**config.mk**
```make
export PLATFORM = sky130hd
export DESIGN_NAME = row_flash_host
export DESIGN_NICKNAME = d
export VERILOG_FILES = /design/src/rtl/row_flash_host_pkg.sv /design/src/rtl/line_sync.sv /design/src/rtl/row_flash_host.sv
export SDC_FILE = /design/constraint.sdc
export NUM_CORES = 1
export LEC_CHECK = 0
export BUFFER_PORTS_ARGS = -buffer_cell sky130_fd_sc_hd__buf_2
export CAP_MARGIN = 20
export CORE_MARGIN = 8
export CORE_UTILIZATION = 30
export CTS_BUF_LIST = sky130_fd_sc_hd__clkbuf_4 sky130_fd_sc_hd__clkbuf_8 sky130_fd_sc_hd__clkbuf_16
export DETAILED_ROUTE_END_ITERATION = 8
export PLACE_DENSITY_LB_ADDON = 0.15
export SKIP_CTS_REPAIR_TIMING = 1
export SLEW_MARGIN = 20
export SYNTH_ARGS = -nofsm -noshare
export SYNTH_HDL_FRONTEND = slang
export SYNTH_SLANG_ARGS = --single-unit
```
**constraint.sdc**
```tcl
create_clock -name pclk -period 12.95 [get_ports pclk]
set_clock_uncertainty 0.05 [all_clocks]
set_input_delay 0.6475 -clock pclk [delete_from_list [all_inputs] [get_ports pclk]]
set_output_delay 0.6475 -clock pclk [all_outputs]
set_load 0.05 [all_outputs]
```
**src/rtl/row_flash_host_pkg.sv**
```systemverilog
// constants, register map and state types of the security row / ddr read host
package row_flash_host_pkg;
  // flash opcodes
  localparam logic [7:0] OPC_ROW_ERASE     = 8'h64;
  localparam logic [7:0] OPC_ROW_PROGRAM   = 8'h62;
  localparam logic [7:0] OPC_ROW_READ      = 8'h68;
  localparam logic [7:0] OPC_SINGLE_DDR    = 8'h0d;
  localparam logic [7:0] OPC_DUAL_DDR      = 8'hbd;
  localparam logic [7:0] OPC_WRITE_ENABLE  = 8'h06;
  localparam logic [7:0] OPC_STATUS_READ   = 8'h05;
  // dual ddr mode bytes
  localparam logic [7:0] MODE_CONT         = 8'ha0;
  localparam logic [7:0] MODE_EXIT         = 8'hff;
  localparam logic [3:0] MODE_CLOCKS       = 4'h2;
  localparam logic [5:0] MODE_NIBBLE_BEATS = 6'h02;
  localparam logic [5:0] MODE_BYTE_BEATS   = 6'h04;
  // row addressing
  localparam logic [7:0] ROW_ADDR_HI       = 8'h00;
  localparam logic [8:0] ROW_BYTES         = 9'h100;
  localparam int         ROW_SEL_LSB       = 8;
  localparam int         WIP_BIT           = 0;
  // beats per phase for 1, 2 and 4 lines
  localparam logic [5:0] OPC_BEATS_1       = 6'h08;
  localparam logic [5:0] OPC_BEATS_4       = 6'h02;
  localparam logic [5:0] ADR_BEATS_1       = 6'h18;
  localparam logic [5:0] ADR_BEATS_2       = 6'h0c;
  localparam logic [5:0] ADR_BEATS_4       = 6'h06;
  localparam logic [3:0] BYTE_BITS         = 4'h8;
  // register byte offsets
  localparam logic [7:0] REG_CMD           = 8'h00;
  localparam logic [7:0] REG_ADDR          = 8'h04;
  localparam logic [7:0] REG_LEN           = 8'h08;
  localparam logic [7:0] REG_CFG           = 8'h0c;
  localparam logic [7:0] REG_TXDATA        = 8'h10;
  localparam logic [7:0] REG_RXDATA        = 8'h14;
  localparam logic [7:0] REG_STATUS        = 8'h18;
  // cfg fields and reset values
  localparam int         CFG_ROW_DUMMY_LSB  = 0;
  localparam int         CFG_DUAL_DUMMY_LSB = 4;
  localparam int         CFG_QUAD_DUMMY_LSB = 8;
  localparam int         CFG_CONT_BIT       = 12;
  localparam logic [3:0] DUMMY_ROW_RST      = 4'h8;
  localparam logic [3:0] DUMMY_DUAL_RST     = 4'h4;
  localparam logic [3:0] DUMMY_QUAD_RST     = 4'h6;
  // status fields
  localparam int         ST_BUSY_BIT       = 0;
  localparam int         ST_TXFULL_BIT     = 1;
  localparam int         ST_RXFULL_BIT     = 2;
  localparam int         ST_CONT_BIT       = 3;
  localparam int         ST_ERR_BIT        = 4;
  localparam int         ST_FLASH_LSB      = 8;
  // operations started through the command register
  typedef enum logic [2:0] {
    OP_ROW_ERASE   = 3'h0,
    OP_ROW_PROGRAM = 3'h1,
    OP_ROW_READ    = 3'h2,
    OP_SINGLE_DDR  = 3'h3,
    OP_DUAL_DDR    = 3'h4,
    OP_QUAD_DDR    = 3'h5,
    OP_STATUS      = 3'h6,
    OP_NONE        = 3'h7
  } op_kind_e;
  typedef enum logic [2:0] {
    S_IDLE = 3'b001,
    S_RUN  = 3'b010,
    S_GAP  = 3'b100
  } state_e;
  typedef enum logic [3:0] {
    ST_PRE  = 4'b0001,
    ST_WRITE_ENABLE_CMD = 4'b0010,
    ST_MAIN = 4'b0100,
    ST_POST = 4'b1000
  } step_e;
  typedef enum logic [5:0] {
    P_LOAD = 6'b000001,
    P_OPC  = 6'b000010,
    P_ADR  = 6'b000100,
    P_DUM  = 6'b001000,
    P_DAT  = 6'b010000,
    P_END  = 6'b100000
  } phase_e;
endpackage

```
**src/rtl/line_sync.sv**
```systemverilog
// two flip-flop synchroniser for the flash data lines
module line_sync #(
  parameter int WIDTH = 4
) (
  // clock and reset
  input  wire logic             clk,
  input  wire logic             rst_n,
  // asynchronous in, synchronous out
  input  wire logic [WIDTH-1:0] d,
  output logic      [WIDTH-1:0] q
);
  logic [WIDTH-1:0] meta_q;

  always_ff @(posedge clk or negedge rst_n)
  begin
    if (!rst_n)
    begin
      meta_q <= '0;
      q      <= '0;
    end
    else
    begin
      meta_q <= d;
      q      <= meta_q;
    end
  end
endmodule

```
**src/rtl/row_flash_host.sv**
```systemverilog
// apb-controlled host for security rows and ddr fast reads of a serial flash
// Overview of operation
// - erase is 64h plus three address bytes, select low, starts on rise
// - write enable precedes an erase; device clears the latch afterwards
// - program is 62h, row address, 1-256 bytes; starts on select rise
// - row read is 68h, address, dummy clocks default 8, then data
// - read address increments; host starts each row read at the byte offset in addr_q[7:0]
// - single ddr 0Dh: opcode 1 bit per clock, address and data 2
// - four-line 0Dh: 2 opcode clocks, address 8 bits per clock, 6 dummy
// - dual ddr BDh: address and data 4 bits per clock, 4 dummy
// - mode upper nibble A enters continuous mode, anything else leaves
// - host keeps select low for the whole erase; read may end anytime
// - host gives enough dummy; lower mode nibble released when they match
module row_flash_host
  import row_flash_host_pkg::*;
#(
  parameter int HALF_DIV = 4
) (
  // clock and reset
  input  wire logic        pclk,
  input  wire logic        presetn,
  // apb slave
  input  wire logic        psel,
  input  wire logic        penable,
  input  wire logic        pwrite,
  input  wire logic [7:0]  paddr,
  input  wire logic [31:0] pwdata,
  output logic      [31:0] prdata,
  output logic             pready,
  output logic             pslverr,
  // flash pins
  output logic             cs_n,
  output logic             sck,
  input  wire logic [3:0]  dq_in,
  output logic      [3:0]  dq_out,
  output logic      [3:0]  dq_oe
);
  if (HALF_DIV < 4 || HALF_DIV > 127)
  begin : g_bad_div
    $error("HALF_DIV must lie between 4 and 127");
  end

  localparam logic [7:0] HALF_MID  = 8'(HALF_DIV / 2);
  localparam logic [7:0] HALF_LAST = 8'(HALF_DIV - 1);
  localparam logic [7:0] GAP_LAST  = 8'(2 * HALF_DIV - 1);

  state_e      state_q, state_d;
  step_e       step_q, step_d;
  phase_e      ph_q, ph_d, nxt;
  op_kind_e    op_q, op_d;
  logic [7:0]  half_q, half_d;
  logic        sck_q, sck_d, cs_n_q, cs_n_d;
  logic [3:0]  dq_out_q, dq_out_d, dq_oe_q, dq_oe_d;
  logic [31:0] sr_q, sr_d, src;
  logic [5:0]  beats_q, beats_d;
  logic [3:0]  bits_q, bits_d;
  logic [8:0]  bytes_q, bytes_d, len_q, len_d, len_eff;
  logic        armed_q, armed_d;
  logic [7:0]  rdat_q, rdat_d, rx_q, rx_d, tx_q, tx_d, stat_q, stat_d, in_byte;
  logic        rx_full_q, rx_full_d, tx_full_q, tx_full_d, rx_set;
  logic [23:0] addr_q, addr_d;
  logic [12:0] cfg_q, cfg_d;
  logic        cont_q, cont_d, err_q, err_d;
  logic [31:0] prdata_q, prdata_d;
  logic        pready_q, pready_d, pslverr_q, pslverr_d;
  logic [3:0]  dq_s;
  // frame description
  logic [7:0]  f_op;
  logic [2:0]  f_opl, f_lines, nl;
  logic        f_ddr, f_addr, f_rd, f_wr, f_mode, ddr, poll, skip_opc, needs_wel, row_op;
  logic [3:0]  f_dum;
  logic [5:0]  dum_beats, mode_idx, adr_beats;
  logic [23:0] f_adr, row_addr;
  logic        launch, sample, stall, enter, acc, setup, mapped, in_progress_flag, start_frame;

  line_sync #(.WIDTH(4)) u_sync (
    .clk   (pclk),
    .rst_n (presetn),
    .d     (dq_in),
    .q     (dq_s)
  );

  assign prdata  = prdata_q;
  assign pready  = pready_q;
  assign pslverr = pslverr_q;
  assign cs_n    = cs_n_q;
  assign sck     = sck_q;
  assign dq_out  = dq_out_q;
  assign dq_oe   = dq_oe_q;

  // frame shape of the current step
  always_comb
  begin
    row_addr  = {ROW_ADDR_HI, 2'b00, addr_q[ROW_SEL_LSB+1:ROW_SEL_LSB], 4'h0, addr_q[7:0]};
    row_op    = (op_q == OP_ROW_ERASE) || (op_q == OP_ROW_PROGRAM) || (op_q == OP_ROW_READ);
    needs_wel = (op_q == OP_ROW_ERASE) || (op_q == OP_ROW_PROGRAM);
    poll      = (step_q == ST_PRE) || (step_q == ST_POST);
    skip_opc  = (step_q == ST_MAIN) && (op_q == OP_DUAL_DDR) && cont_q;
    f_op = OPC_STATUS_READ;
    f_opl = 3'd1;
    f_lines = 3'd1;
    f_ddr = 1'b0;
    f_addr = 1'b0;
    f_dum = 4'h0;
    f_rd = 1'b1;
    f_wr = 1'b0;
    f_mode = 1'b0;
    f_adr = row_addr;
    if (step_q == ST_WRITE_ENABLE_CMD)
    begin
      f_op = OPC_WRITE_ENABLE;
      f_rd = 1'b0;
    end
    else if (step_q == ST_MAIN)
    begin
      case (op_q)
        OP_ROW_ERASE:   begin f_op = OPC_ROW_ERASE; f_addr = 1'b1; f_rd = 1'b0; end
        OP_ROW_PROGRAM: begin f_op = OPC_ROW_PROGRAM; f_addr = 1'b1; f_rd = 1'b0; f_wr = 1'b1; end
        OP_ROW_READ:    begin f_op = OPC_ROW_READ; f_addr = 1'b1;
                              f_dum = cfg_q[CFG_ROW_DUMMY_LSB+:4]; end
        OP_SINGLE_DDR:  begin f_op = OPC_SINGLE_DDR; f_addr = 1'b1; f_ddr = 1'b1;
                              f_dum = cfg_q[CFG_ROW_DUMMY_LSB+:4]; f_adr = addr_q; end
        OP_DUAL_DDR:    begin f_op = OPC_DUAL_DDR; f_addr = 1'b1; f_ddr = 1'b1; f_lines = 3'd2;
                              f_dum = cfg_q[CFG_DUAL_DUMMY_LSB+:4]; f_adr = addr_q; f_mode = 1'b1; end
        OP_QUAD_DDR:    begin f_op = OPC_SINGLE_DDR; f_opl = 3'd4; f_addr = 1'b1; f_ddr = 1'b1;
                              f_lines = 3'd4; f_dum = cfg_q[CFG_QUAD_DUMMY_LSB+:4];
                              f_adr = addr_q; end
        default:        begin f_op = OPC_STATUS_READ; end
      endcase
    end
    nl        = (ph_q == P_OPC) ? f_opl : f_lines;
    adr_beats = (f_lines == 3'd4) ? ADR_BEATS_4 : ((f_lines == 3'd2) ? ADR_BEATS_2 : ADR_BEATS_1);
    // the high half that closes the last opcode clock carries no address bit
    ddr       = (ph_q != P_OPC) && f_ddr
             && !(ph_q == P_ADR && sck_q && beats_q == adr_beats);
    dum_beats = f_ddr ? {1'b0, f_dum, 1'b0} : {2'b00, f_dum};
    mode_idx  = dum_beats - beats_q;
    len_eff   = (len_q == 9'h000) ? 9'h001 : len_q;
    if (row_op && len_eff > ROW_BYTES)
      len_eff = ROW_BYTES;
    case (ph_q)
      P_LOAD:  nxt = skip_opc ? P_ADR : P_OPC;
      P_OPC:   nxt = f_addr ? P_ADR : ((f_rd || f_wr) ? P_DAT : P_END);
      P_ADR:   nxt = (f_dum != 4'h0) ? P_DUM : ((f_rd || f_wr) ? P_DAT : P_END);
      P_DUM:   nxt = P_DAT;
      default: nxt = P_END;
    endcase
  end

  // engine and register file next values
  always_comb
  begin
    state_d = state_q; step_d = step_q; ph_d = ph_q; op_d = op_q; half_d = half_q;
    sck_d = sck_q; cs_n_d = cs_n_q; dq_out_d = dq_out_q; dq_oe_d = dq_oe_q;
    sr_d = sr_q; beats_d = beats_q; bits_d = bits_q; bytes_d = bytes_q; armed_d = armed_q;
    rdat_d = rdat_q; rx_d = rx_q; tx_d = tx_q; stat_d = stat_q; rx_full_d = rx_full_q;
    tx_full_d = tx_full_q; addr_d = addr_q; len_d = len_q; cfg_d = cfg_q; cont_d = cont_q;
    err_d = err_q; prdata_d = 32'h0; rx_set = 1'b0; enter = 1'b0; start_frame = 1'b0;
    src = sr_q; in_byte = rdat_q; launch = 1'b0; sample = 1'b0; stall = 1'b0;
    in_progress_flag = stat_q[WIP_BIT];
    case (state_q)
      S_RUN:
      begin
        if (ph_q == P_LOAD)
        begin
          enter = 1'b1;
          half_d = 8'h00;
          bytes_d = poll ? 9'h001 : len_eff;
          if (skip_opc || f_mode)
            cont_d = cfg_q[CFG_CONT_BIT] && f_mode;
        end
        else
        begin
          launch = (half_q == HALF_MID) && (ddr || !sck_q);
          sample = (half_q == HALF_LAST) && (ddr || !sck_q) && (ph_q == P_DAT) && f_rd && armed_q;
          stall  = (launch && ph_q == P_DAT && f_wr && bits_q == 4'h0 && !tx_full_q)
                 || (sample && bits_q == 4'h0 && rx_full_q && !poll);
          if (!stall)
          begin
            half_d = half_q + 8'h01;
            if (launch && ph_q == P_DAT && f_rd)
            begin
              armed_d = 1'b1;
              dq_oe_d = 4'h0;
            end
            else if (launch && ph_q != P_END)
            begin
              if (ph_q == P_DAT && bits_q == 4'h0)
              begin
                src = {tx_q, 24'h0};
                tx_full_d = 1'b0;
              end
              case (nl)
                3'd4:    begin dq_out_d = src[31:28]; dq_oe_d = 4'hf; end
                3'd2:    begin dq_out_d = {2'b00, src[31:30]}; dq_oe_d = 4'h3; end
                default: begin dq_out_d = {3'b000, src[31]}; dq_oe_d = 4'h1; end
              endcase
              if (ph_q == P_DUM)
              begin
                if (!f_mode || mode_idx >= MODE_BYTE_BEATS
                    || (mode_idx >= MODE_NIBBLE_BEATS && f_dum == MODE_CLOCKS))
                  dq_oe_d = 4'h0;
              end
              sr_d = src << nl;
              if (ph_q == P_DAT)
              begin
                bits_d = bits_q + {1'b0, nl};
                if (bits_d == BYTE_BITS)
                begin
                  bits_d = 4'h0;
                  bytes_d = bytes_q - 9'h001;
                  if (bytes_q == 9'h001)
                    ph_d = P_END;
                end
              end
              else
              begin
                beats_d = beats_q - 6'h01;
                if (beats_q == 6'h01)
                  enter = 1'b1;
              end
            end
            else if (launch)
              dq_oe_d = 4'h0;
            if (sample)
            begin
              case (nl)
                3'd4:    in_byte = {rdat_q[3:0], dq_s};
                3'd2:    in_byte = {rdat_q[5:0], dq_s[1:0]};
                default: in_byte = {rdat_q[6:0], dq_s[1]};
              endcase
              rdat_d = in_byte;
              bits_d = bits_q + {1'b0, nl};
              if (bits_d == BYTE_BITS)
              begin
                bits_d = 4'h0;
                bytes_d = bytes_q - 9'h001;
                if (poll)
                  stat_d = in_byte;
                else
                begin
                  rx_d = in_byte;
                  rx_set = 1'b1;
                end
                if (bytes_q == 9'h001)
                  ph_d = P_END;
              end
            end
          end
        end
        if (enter)
        begin
          ph_d = nxt;
          case (nxt)
            P_OPC:
            begin
              sr_d = {f_op, 24'h0};
              beats_d = (f_opl == 3'd4) ? OPC_BEATS_4 : OPC_BEATS_1;
            end
            P_ADR:
            begin
              sr_d = {f_adr, 8'h00};
              beats_d = adr_beats;
            end
            P_DUM:
            begin
              sr_d = {(cfg_q[CFG_CONT_BIT] ? MODE_CONT : MODE_EXIT), 24'h0};
              beats_d = dum_beats;
            end
            default:
            begin
              bits_d = 4'h0;
              armed_d = 1'b0;
            end
          endcase
        end
        if (!stall && ph_q != P_LOAD && half_q == HALF_LAST)
        begin
          half_d = 8'h00;
          if (ph_d == P_END && sck_q)
          begin
            cs_n_d = 1'b1;
            sck_d = 1'b0;
            dq_oe_d = 4'h0;
            state_d = S_GAP;
          end
          else
            sck_d = !sck_q;
        end
      end
      S_GAP:
      begin
        half_d = half_q + 8'h01;
        if (half_q == GAP_LAST)
        begin
          start_frame = 1'b1;
          case (step_q)
            ST_PRE:  if (!in_progress_flag) step_d = needs_wel ? ST_WRITE_ENABLE_CMD : ST_MAIN;
            ST_WRITE_ENABLE_CMD: step_d = ST_MAIN;
            ST_MAIN:
            begin
              if (needs_wel)
                step_d = ST_POST;
              else
                start_frame = 1'b0;
            end
            default: start_frame = in_progress_flag;
          endcase
          if (!start_frame)
            state_d = S_IDLE;
        end
      end
      default: ;
    endcase
    // apb slave, zero wait states
    acc = psel && penable && pready_q;
    setup = psel && !penable;
    mapped = (paddr == REG_CMD) || (paddr == REG_ADDR) || (paddr == REG_LEN) || (paddr == REG_CFG)
           || (paddr == REG_TXDATA) || (paddr == REG_RXDATA) || (paddr == REG_STATUS);
    pready_d = setup;
    pslverr_d = setup && !mapped;
    if (setup && !pwrite)
    begin
      case (paddr)
        REG_CMD:    prdata_d = {29'h0, op_q};
        REG_ADDR:   prdata_d = {8'h00, addr_q};
        REG_LEN:    prdata_d = {23'h0, len_q};
        REG_CFG:    prdata_d = {19'h0, cfg_q};
        REG_RXDATA: prdata_d = {24'h0, rx_q};
        REG_STATUS: prdata_d = {16'h0, stat_q, 3'b000, err_q, cont_q, rx_full_q, tx_full_q,
                                state_q != S_IDLE};
        default:    prdata_d = 32'h0;
      endcase
    end
    if (acc && !pwrite && paddr == REG_RXDATA)
      rx_full_d = 1'b0;
    if (acc && pwrite)
    begin
      case (paddr)
        REG_ADDR:   addr_d = pwdata[23:0];
        REG_LEN:    len_d = pwdata[8:0];
        REG_CFG:    cfg_d = pwdata[12:0];
        REG_TXDATA: begin tx_d = pwdata[7:0]; tx_full_d = 1'b1; end
        REG_STATUS: if (pwdata[ST_ERR_BIT]) err_d = 1'b0;
        REG_CMD:
        begin
          if (state_q != S_IDLE || op_kind_e'(pwdata[2:0]) == OP_NONE
              || (cont_q && op_kind_e'(pwdata[2:0]) != OP_DUAL_DDR))
            err_d = 1'b1;
          else
          begin
            op_d = op_kind_e'(pwdata[2:0]);
            start_frame = 1'b1;
            step_d = (op_d == OP_QUAD_DDR || op_d == OP_STATUS || cont_q) ? ST_MAIN : ST_PRE;
          end
        end
        default: ;
      endcase
    end
    if (rx_set)
      rx_full_d = 1'b1;
    if (start_frame)
    begin
      state_d = S_RUN;
      cs_n_d = 1'b0;
      ph_d = P_LOAD;
      half_d = 8'h00;
      sck_d = 1'b0;
    end
  end

  always_ff @(posedge pclk or negedge presetn)
  begin
    if (!presetn)
    begin
      state_q <= S_IDLE; step_q <= ST_MAIN; ph_q <= P_END; op_q <= OP_STATUS;
      half_q <= 8'h00; sck_q <= 1'b0; cs_n_q <= 1'b1; dq_out_q <= 4'h0; dq_oe_q <= 4'h0;
      sr_q <= 32'h0; beats_q <= 6'h00; bits_q <= 4'h0; bytes_q <= 9'h000; armed_q <= 1'b0;
      rdat_q <= 8'h00; rx_q <= 8'h00; tx_q <= 8'h00; stat_q <= 8'h00;
      rx_full_q <= 1'b0; tx_full_q <= 1'b0; addr_q <= 24'h0; len_q <= 9'h001;
      cfg_q <= {1'b0, DUMMY_QUAD_RST, DUMMY_DUAL_RST, DUMMY_ROW_RST};
      cont_q <= 1'b0; err_q <= 1'b0; prdata_q <= 32'h0; pready_q <= 1'b0; pslverr_q <= 1'b0;
    end
    else
    begin
      state_q <= state_d; step_q <= step_d; ph_q <= ph_d; op_q <= op_d;
      half_q <= half_d; sck_q <= sck_d; cs_n_q <= cs_n_d; dq_out_q <= dq_out_d; dq_oe_q <= dq_oe_d;
      sr_q <= sr_d; beats_q <= beats_d; bits_q <= bits_d; bytes_q <= bytes_d; armed_q <= armed_d;
      rdat_q <= rdat_d; rx_q <= rx_d; tx_q <= tx_d; stat_q <= stat_d;
      rx_full_q <= rx_full_d; tx_full_q <= tx_full_d; addr_q <= addr_d; len_q <= len_d;
      cfg_q <= cfg_d; cont_q <= cont_d; err_q <= err_d;
      prdata_q <= prdata_d; pready_q <= pready_d; pslverr_q <= pslverr_d;
    end
  end
endmodule

```
---- Word-level counts from Yosys, hierarchy flattened ----
Cells that the tools add are included.
operators by class
  magnitude comparators ................... 3
  reductions and logical operators ........ 98
  add/subtract/negate cells ............... 5
  muxes and demuxes ....................... 179
  shift operators ......................... 1
  equal/unequal tests ..................... 55
  bitwise operators ....................... 5
operators with widths
  operator            count
  $mux 32             11
  $pmux 24 s6         1
  $mux 6              23
  $mux 4              28
  $mux 9              11
  $mux 24             4
  $pmux 32 s3         1
  $mux 1              63
  $mux 8              6
  $mux 3              14
  $pmux 8 s5          1
  $logic_and 1x1->1   36
  $pmux 8 s2          2
  $shl 32x3->32       1
  $eq 3x3->1 const B  9
  $eq 8x5->1 const B  3
  $pmux 4 s3          2
  $pmux 6 s4          1
  $logic_or 1x1->1    19
  $pmux 6 s3          1
  $eq 8x2->1 const B  2
  $eq 8x3->1 const B  2
  $eq 8x4->1 const B  2
  $pmux 4 s2          2
  51 further kinds    101
word-level totals
  word-level logic and storage cells ...... 376
  bits in registers ....................... 209
  output and inout port bits .............. 44

---- Longest topological paths before layout ----
  depth in word-level cells ............... 31
  mapped depth ............................ 19

---- Modules after synthesis ----
From an unflattened synthesis, not the netlist that was laid out.
unflattened totals
  cell total of the unflattened synthesis .. 1139
  area total of the unflattened synthesis .. 10989.3 um2
modules (own cells, without submodules)
  module          cells an instance  times used  area each (um2)
  row_flash_host  1131               1           10789.1
  line_sync       8                  1           200.2

---- Worst setup path after synthesis ----
No wires, ideal clock.
  path type ............................... flip-flop to flip-flop
  start ................................... register ph_q[4]
  end ..................................... register bytes_q[6]
  required time ........................... 12.780 ns
  arrival time ............................ 4.317 ns
  cell stages (with the launch flop) ...... 17
  period minus slack after synthesis ...... 4.487 ns
  setup slack ............................. 8.463 ns
  cells stage by stage .................... dfrtp_1 > or4_1 > or3b_2 > nand2_1 > buf_2 > nand2_1 > clkinv_1 > ha_1 > inv_1 > fa_1 > inv_1 > nor3_1 > nand2_1 > nor4_1 > nand4b_1 > mux2i_1 > a31o_2
between the ends
  word-level cells in the longest chain between the ends .. 16
  elaborated cells between the ends (all ways) .. 40
  those cells by class .................... add/sub: 1; eq/ne: 8; mux: 9; reduce/logical: 22
ends and longest elaborated chain
  item                                                  RTL line               text
  start: declaration                                    row_flash_host.sv:49   phase_e ph_q, ph_d, nxt;
  start signal: assignment                              row_flash_host.sv:386  state_q <= state_d; step_q <= step_d; ph_q <= ph_d; op_q <= op_d;
  branches (longest 16 deep; another with $add 4x3->4)  n/a
  end signal: assignment                                row_flash_host.sv:388  sr_q <= sr_d; beats_q <= beats_d; bits_q <= bits_d; bytes_q <= bytes_d; armed_q <= armed_d;
  end: declaration                                      row_flash_host.sv:57   logic [8:0] bytes_q, bytes_d, len_q, len_d, len_eff;
Parallel ways; which one is timed is not known. The select of a mux whose other input is x is not followed.
A chain may end at the register's enable or synchronous reset.

---- Final worst setup path ----
  start ................................... register step_q[2]
  end ..................................... register bytes_q[6]
between the ends
  word-level cells in the longest chain between the ends .. 21
  elaborated cells between the ends (all ways) .. 55
  those cells by class .................... add/sub: 1; eq/ne: 9; mux: 22; reduce/logical: 23
ends and longest elaborated chain
  item                                                  RTL line               text
  start: declaration                                    row_flash_host.sv:48   step_e step_q, step_d;
  start signal: assignment                              row_flash_host.sv:386
  branches (longest 21 deep; another with $add 4x3->4)  n/a
Parallel ways; which one is timed is not known. The select of a mux whose other input is x is not followed.

==> run_results.csv <==
group,metric,value,unit
routing,drt_pre_antenna_iters,5,
sta,maxSlewViolCount,0,
layout,syn2layout_area_growth,15.4,%
die,area_of_the_core,0.0377,mm2
synth,ys.warnings.count,0,
sta,hold_violations,4,
synth,synth.avg_cell_area,9.72,um2
sta,fin_crit,6270,ps
status,run_status,"finished, violations left",
global_route,gr-usage-all-layers,16.7,%
sta,max_freq,160,MHz
critical_path,critPathCaptureType,"register",
power_and_ir_drop,power,1.42,mW
sta,finalCritPeriodShare,48.4,%
worst_hold_path,hold_class,"in -> async",
synth,synth.lib_cells_used.distinct,96,
critical_path,crit_arrival,6660,ps
sta,totalNegativeSetupSlack,0,ps
routing,wl_per_cell,21.4,um
synth,synth_async_sr_flop_share,100,%
power_and_ir_drop,pwr_density_cell,107,mW/mm2
critical_path,most_frequent_cell_on_the_critical_path,"sky130_fd_sc_hd__nand2_1",
layout,area_of_combinational_cells_with_multiple_inputs,0.00607,mm2
status,failed_checks,"hold timing",
cts,cts.sink_count,201,
critical_path,cp_max_fo,32,
die,row_count,71,
synth,syn_area,0.0115,mm2
layout,post_route_cells_drive_above_1_share,21.0,%
critical_path,crit_path_cell_trace,"or4b_1 -> nor3_1 -> nand2_1 -> buf_4 -> nand2_1 -> clkinv_1 -> ha_1 -> inv_1 -> fa_1 -> xnor2_1 -> nor3_1 -> nand2_1 -> nor4_1 -> nand4b_1 -> mux2i_1 -> a31o_2",
die,die_height,212,um
cts,clock_tree.htree_level_count,1,
layout,ff_latch_area,0.00504,mm2
cts,clock_pin_slew_worst_setup_and_hold_paths,50,ps
routing,antenna_left,0,
placement,dp.final_hpwl,27400,um
cts,cts-buffers-inserted,26,
layout,antenna_cells,0,
die,floorplan.die.width,212,um
sta,final-setup-viol-count,0,
critical_path,cpMaxStageDelayCell,"sky130_fd_sc_hd__nor4_1",
run,max_cap_violations,0,
sta,slew_headroom,26.7,%
critical_path,timing.critical_path.slowest_cell_delay,810,ps
synth,synth_edf_count,0,
cts,tritoncts,"built",
layout,count_of_nets_after_finishing,1305,
synth,synth-seq-cells,201,
sta,final.hold.worst_slack,-18.3,ps
sta,rsz_0062_raised_after_global_routing,"no",
global_route,grt_pass1_wl,59000,um
sta,tightest_slew,1100,ps
cts,cts_root_buffer,"sky130_fd_sc_hd__clkbuf_16",
layout,num-fill-cells,3942,
global_route,grt_max_degree,80,
critical_path,timing.critical_path.required,13340,ps
placement,number_of_port_buffers,76,
cts,clock_latency,560,ps
cts,max-clock-path-buffers,3,
global_route,number_of_antenna_violations_at_the_first_check_in_global_routing,1,
critical_path,reg2reg_depth,16,
routing,post-route-drc-count,0,
die,die-area,0.0448,mm2
placement,finalWeightedCongestion,0.853,
power_and_ir_drop,total_leakage_power,5.72,nW
die,start_util,30.5,%
synth,post_synth_inst_count,1182,
global_route,grt_pass1_vias,9518,
critical_path,worst_setup_start_kind,"register",
routing,post_drt_via_cell_ratio,5.45,
power_and_ir_drop,vdd_ir_drop_max,0.0866,mV
routing,drt-total-wl,38000,um
synth,synth_seq_area_share,43.9,%
die,design.portCount,93,
global_route,total_congestion_overflow,0,
routing,dr_total_vias,9645,
critical_path,timing.setup.critical_path_class,"reg -> reg",
routing,dr.first_iter.drc_count,863,
synth,ys.flop_type,"sky130_fd_sc_hd__dfrtp_1",
-- layer usage --
layer	vias up	part of all wire [%]	GRT usage [%]
met1	4754	49	24.3
li1	4530	-	-
met2	297	43	25.1
met4	0	2.5	4.36
met3	64	5.4	3.08
met5	-	0	0
-- final cells by class --
cell class                 instances  share of cell area [%]
clock inverter                     7                   0.887
clock buffer                      41                    5.94
tap                              511                    4.82
multi-input combinational        894                    45.8
inverter                          26                   0.736
timing repair buffer              91                    3.79
sequential                       201                    38.0
-- synth_stat cells (10+ instances only) --
cell type	instances	area (um2)
sky130_fd_sc_hd__buf_2	19	95.1
sky130_fd_sc_hd__nand3_1	27	135
sky130_fd_sc_hd__a211oi_1	33	248
sky130_fd_sc_hd__mux2i_1	54	541
sky130_fd_sc_hd__a21oi_1	55	275
sky130_fd_sc_hd__inv_1	24	90.1
sky130_fd_sc_hd__and2_1	13	81.3
sky130_fd_sc_hd__a22oi_1	10	75.1
sky130_fd_sc_hd__o22ai_1	12	75.1
sky130_fd_sc_hd__a22o_1	16	140
sky130_fd_sc_hd__ha_1	14	175
sky130_fd_sc_hd__nor4_1	11	68.8
sky130_fd_sc_hd__buf_4	11	82.6
sky130_fd_sc_hd__clkbuf_1	32	120
sky130_fd_sc_hd__nor3_1	37	185
sky130_fd_sc_hd__dfstp_2	11	289
sky130_fd_sc_hd__nor2_1	107	402
sky130_fd_sc_hd__nand2_1	126	473
sky130_fd_sc_hd__mux2_2	67	754
sky130_fd_sc_hd__dfrtp_1	190	4750
sky130_fd_sc_hd__a221o_1	17	170
sky130_fd_sc_hd__a221oi_1	10	87.6
sky130_fd_sc_hd__o21ai_0	68	340
-- path summary, 6_finish.rpt --
| path | startpoint | to | slack (ps) |
|---|---|---|---|
| hold reg to reg | u_sync.meta_q[0] | u_sync.q[0] | 300 |
| setup / recovery | step_q[2] | bytes_q[6] | 6680 |
| setup reg to reg | step_q[2] | bytes_q[6] | 6680 |
| max in group asynchronous | presetn | sr_q[9] | 11450 |
| min in group pclk | dq_in[2] | u_sync.meta_q[2] | 150 |
| hold / removal | presetn | half_q[0] | -20 |
-- cell usage in the layout, fill, tap and decap left out, types with 13 or more instances in the layout --
master,instances
sky130_fd_sc_hd__a211oi_1,33
sky130_fd_sc_hd__nand3_1,27
sky130_fd_sc_hd__o21ai_0,68
sky130_fd_sc_hd__nor3_1,32
sky130_fd_sc_hd__buf_2,75
sky130_fd_sc_hd__ha_1,14
sky130_fd_sc_hd__a22o_1,16
sky130_fd_sc_hd__dfrtp_1,190
sky130_fd_sc_hd__nand2_1,126
sky130_fd_sc_hd__clkbuf_16,26
sky130_fd_sc_hd__mux2_2,67
sky130_fd_sc_hd__nor2_1,107
sky130_fd_sc_hd__and2_1,13
sky130_fd_sc_hd__inv_1,24
sky130_fd_sc_hd__a21oi_1,55
sky130_fd_sc_hd__a221o_1,17
sky130_fd_sc_hd__buf_4,15
sky130_fd_sc_hd__mux2i_1,54
-- power by group --
group / internal (mW) / switching [mW]
sequential: 0.631 / 0.00142
clock: 0.461 / 0.293
combinational: 0.00849 / 0.0290
-- flip-flops by register name (all words and copies together), names as in the netlist, 6 cells and up --
register,count
ph_q,6
sr_q,32
len_q,9
rx_q,8
beats_q,6
bytes_q,9
rdat_q,7
stat_q,8
tx_q,8
half_q,8
prdata,24
cfg_q,13
addr_q,24
-- metrics by stage --
step	setup slack (ps)	cells	hold slack [ps]	utilization [%]	area, um2
after detailed placement	6870	1723	287	32.8	12400
final	6680	1771	-18.3	35.2	13300
after CTS	6830	1771	16.9	35.2	13300
after global routing	6240	1771	29.3	35.2	13300
after floorplan	8460	1189	281	-	11500
after global placement	6940	1723	285	32.8	12300
-- worst max-delay path, delay by kind of cell, from the launching register on --
family	cells	cell delay, ps
AOI/OAI and AO/OA	1	210
muxes	1	160
and+or+nand+nor	8	3480
xor gates and xnor gates	1	100
buffers and inverters	3	930
DFF	1	630
adders and majority gates	2	570
-- cell families (layout without fill, tap and decap cells) --
| family | count (synthesis) | in the layout | share of synthesized area [%] |
|---|---|---|---|
| xor+xnor | 12 | 12 | 0.914 |
| compound gates | 315 | 315 | 19.6 |
| simple gates | 422 | 422 | 18.7 |
| buf+inv | 94 | 165 | 3.77 |
| fa+ha+maj | 16 | 16 | 1.87 |
| other cells | 1 | 8 | 0.0326 |
| mux | 121 | 121 | 11.3 |
| flops | 201 | 201 | 43.9 |
Power figures use the tool's default switching activity.
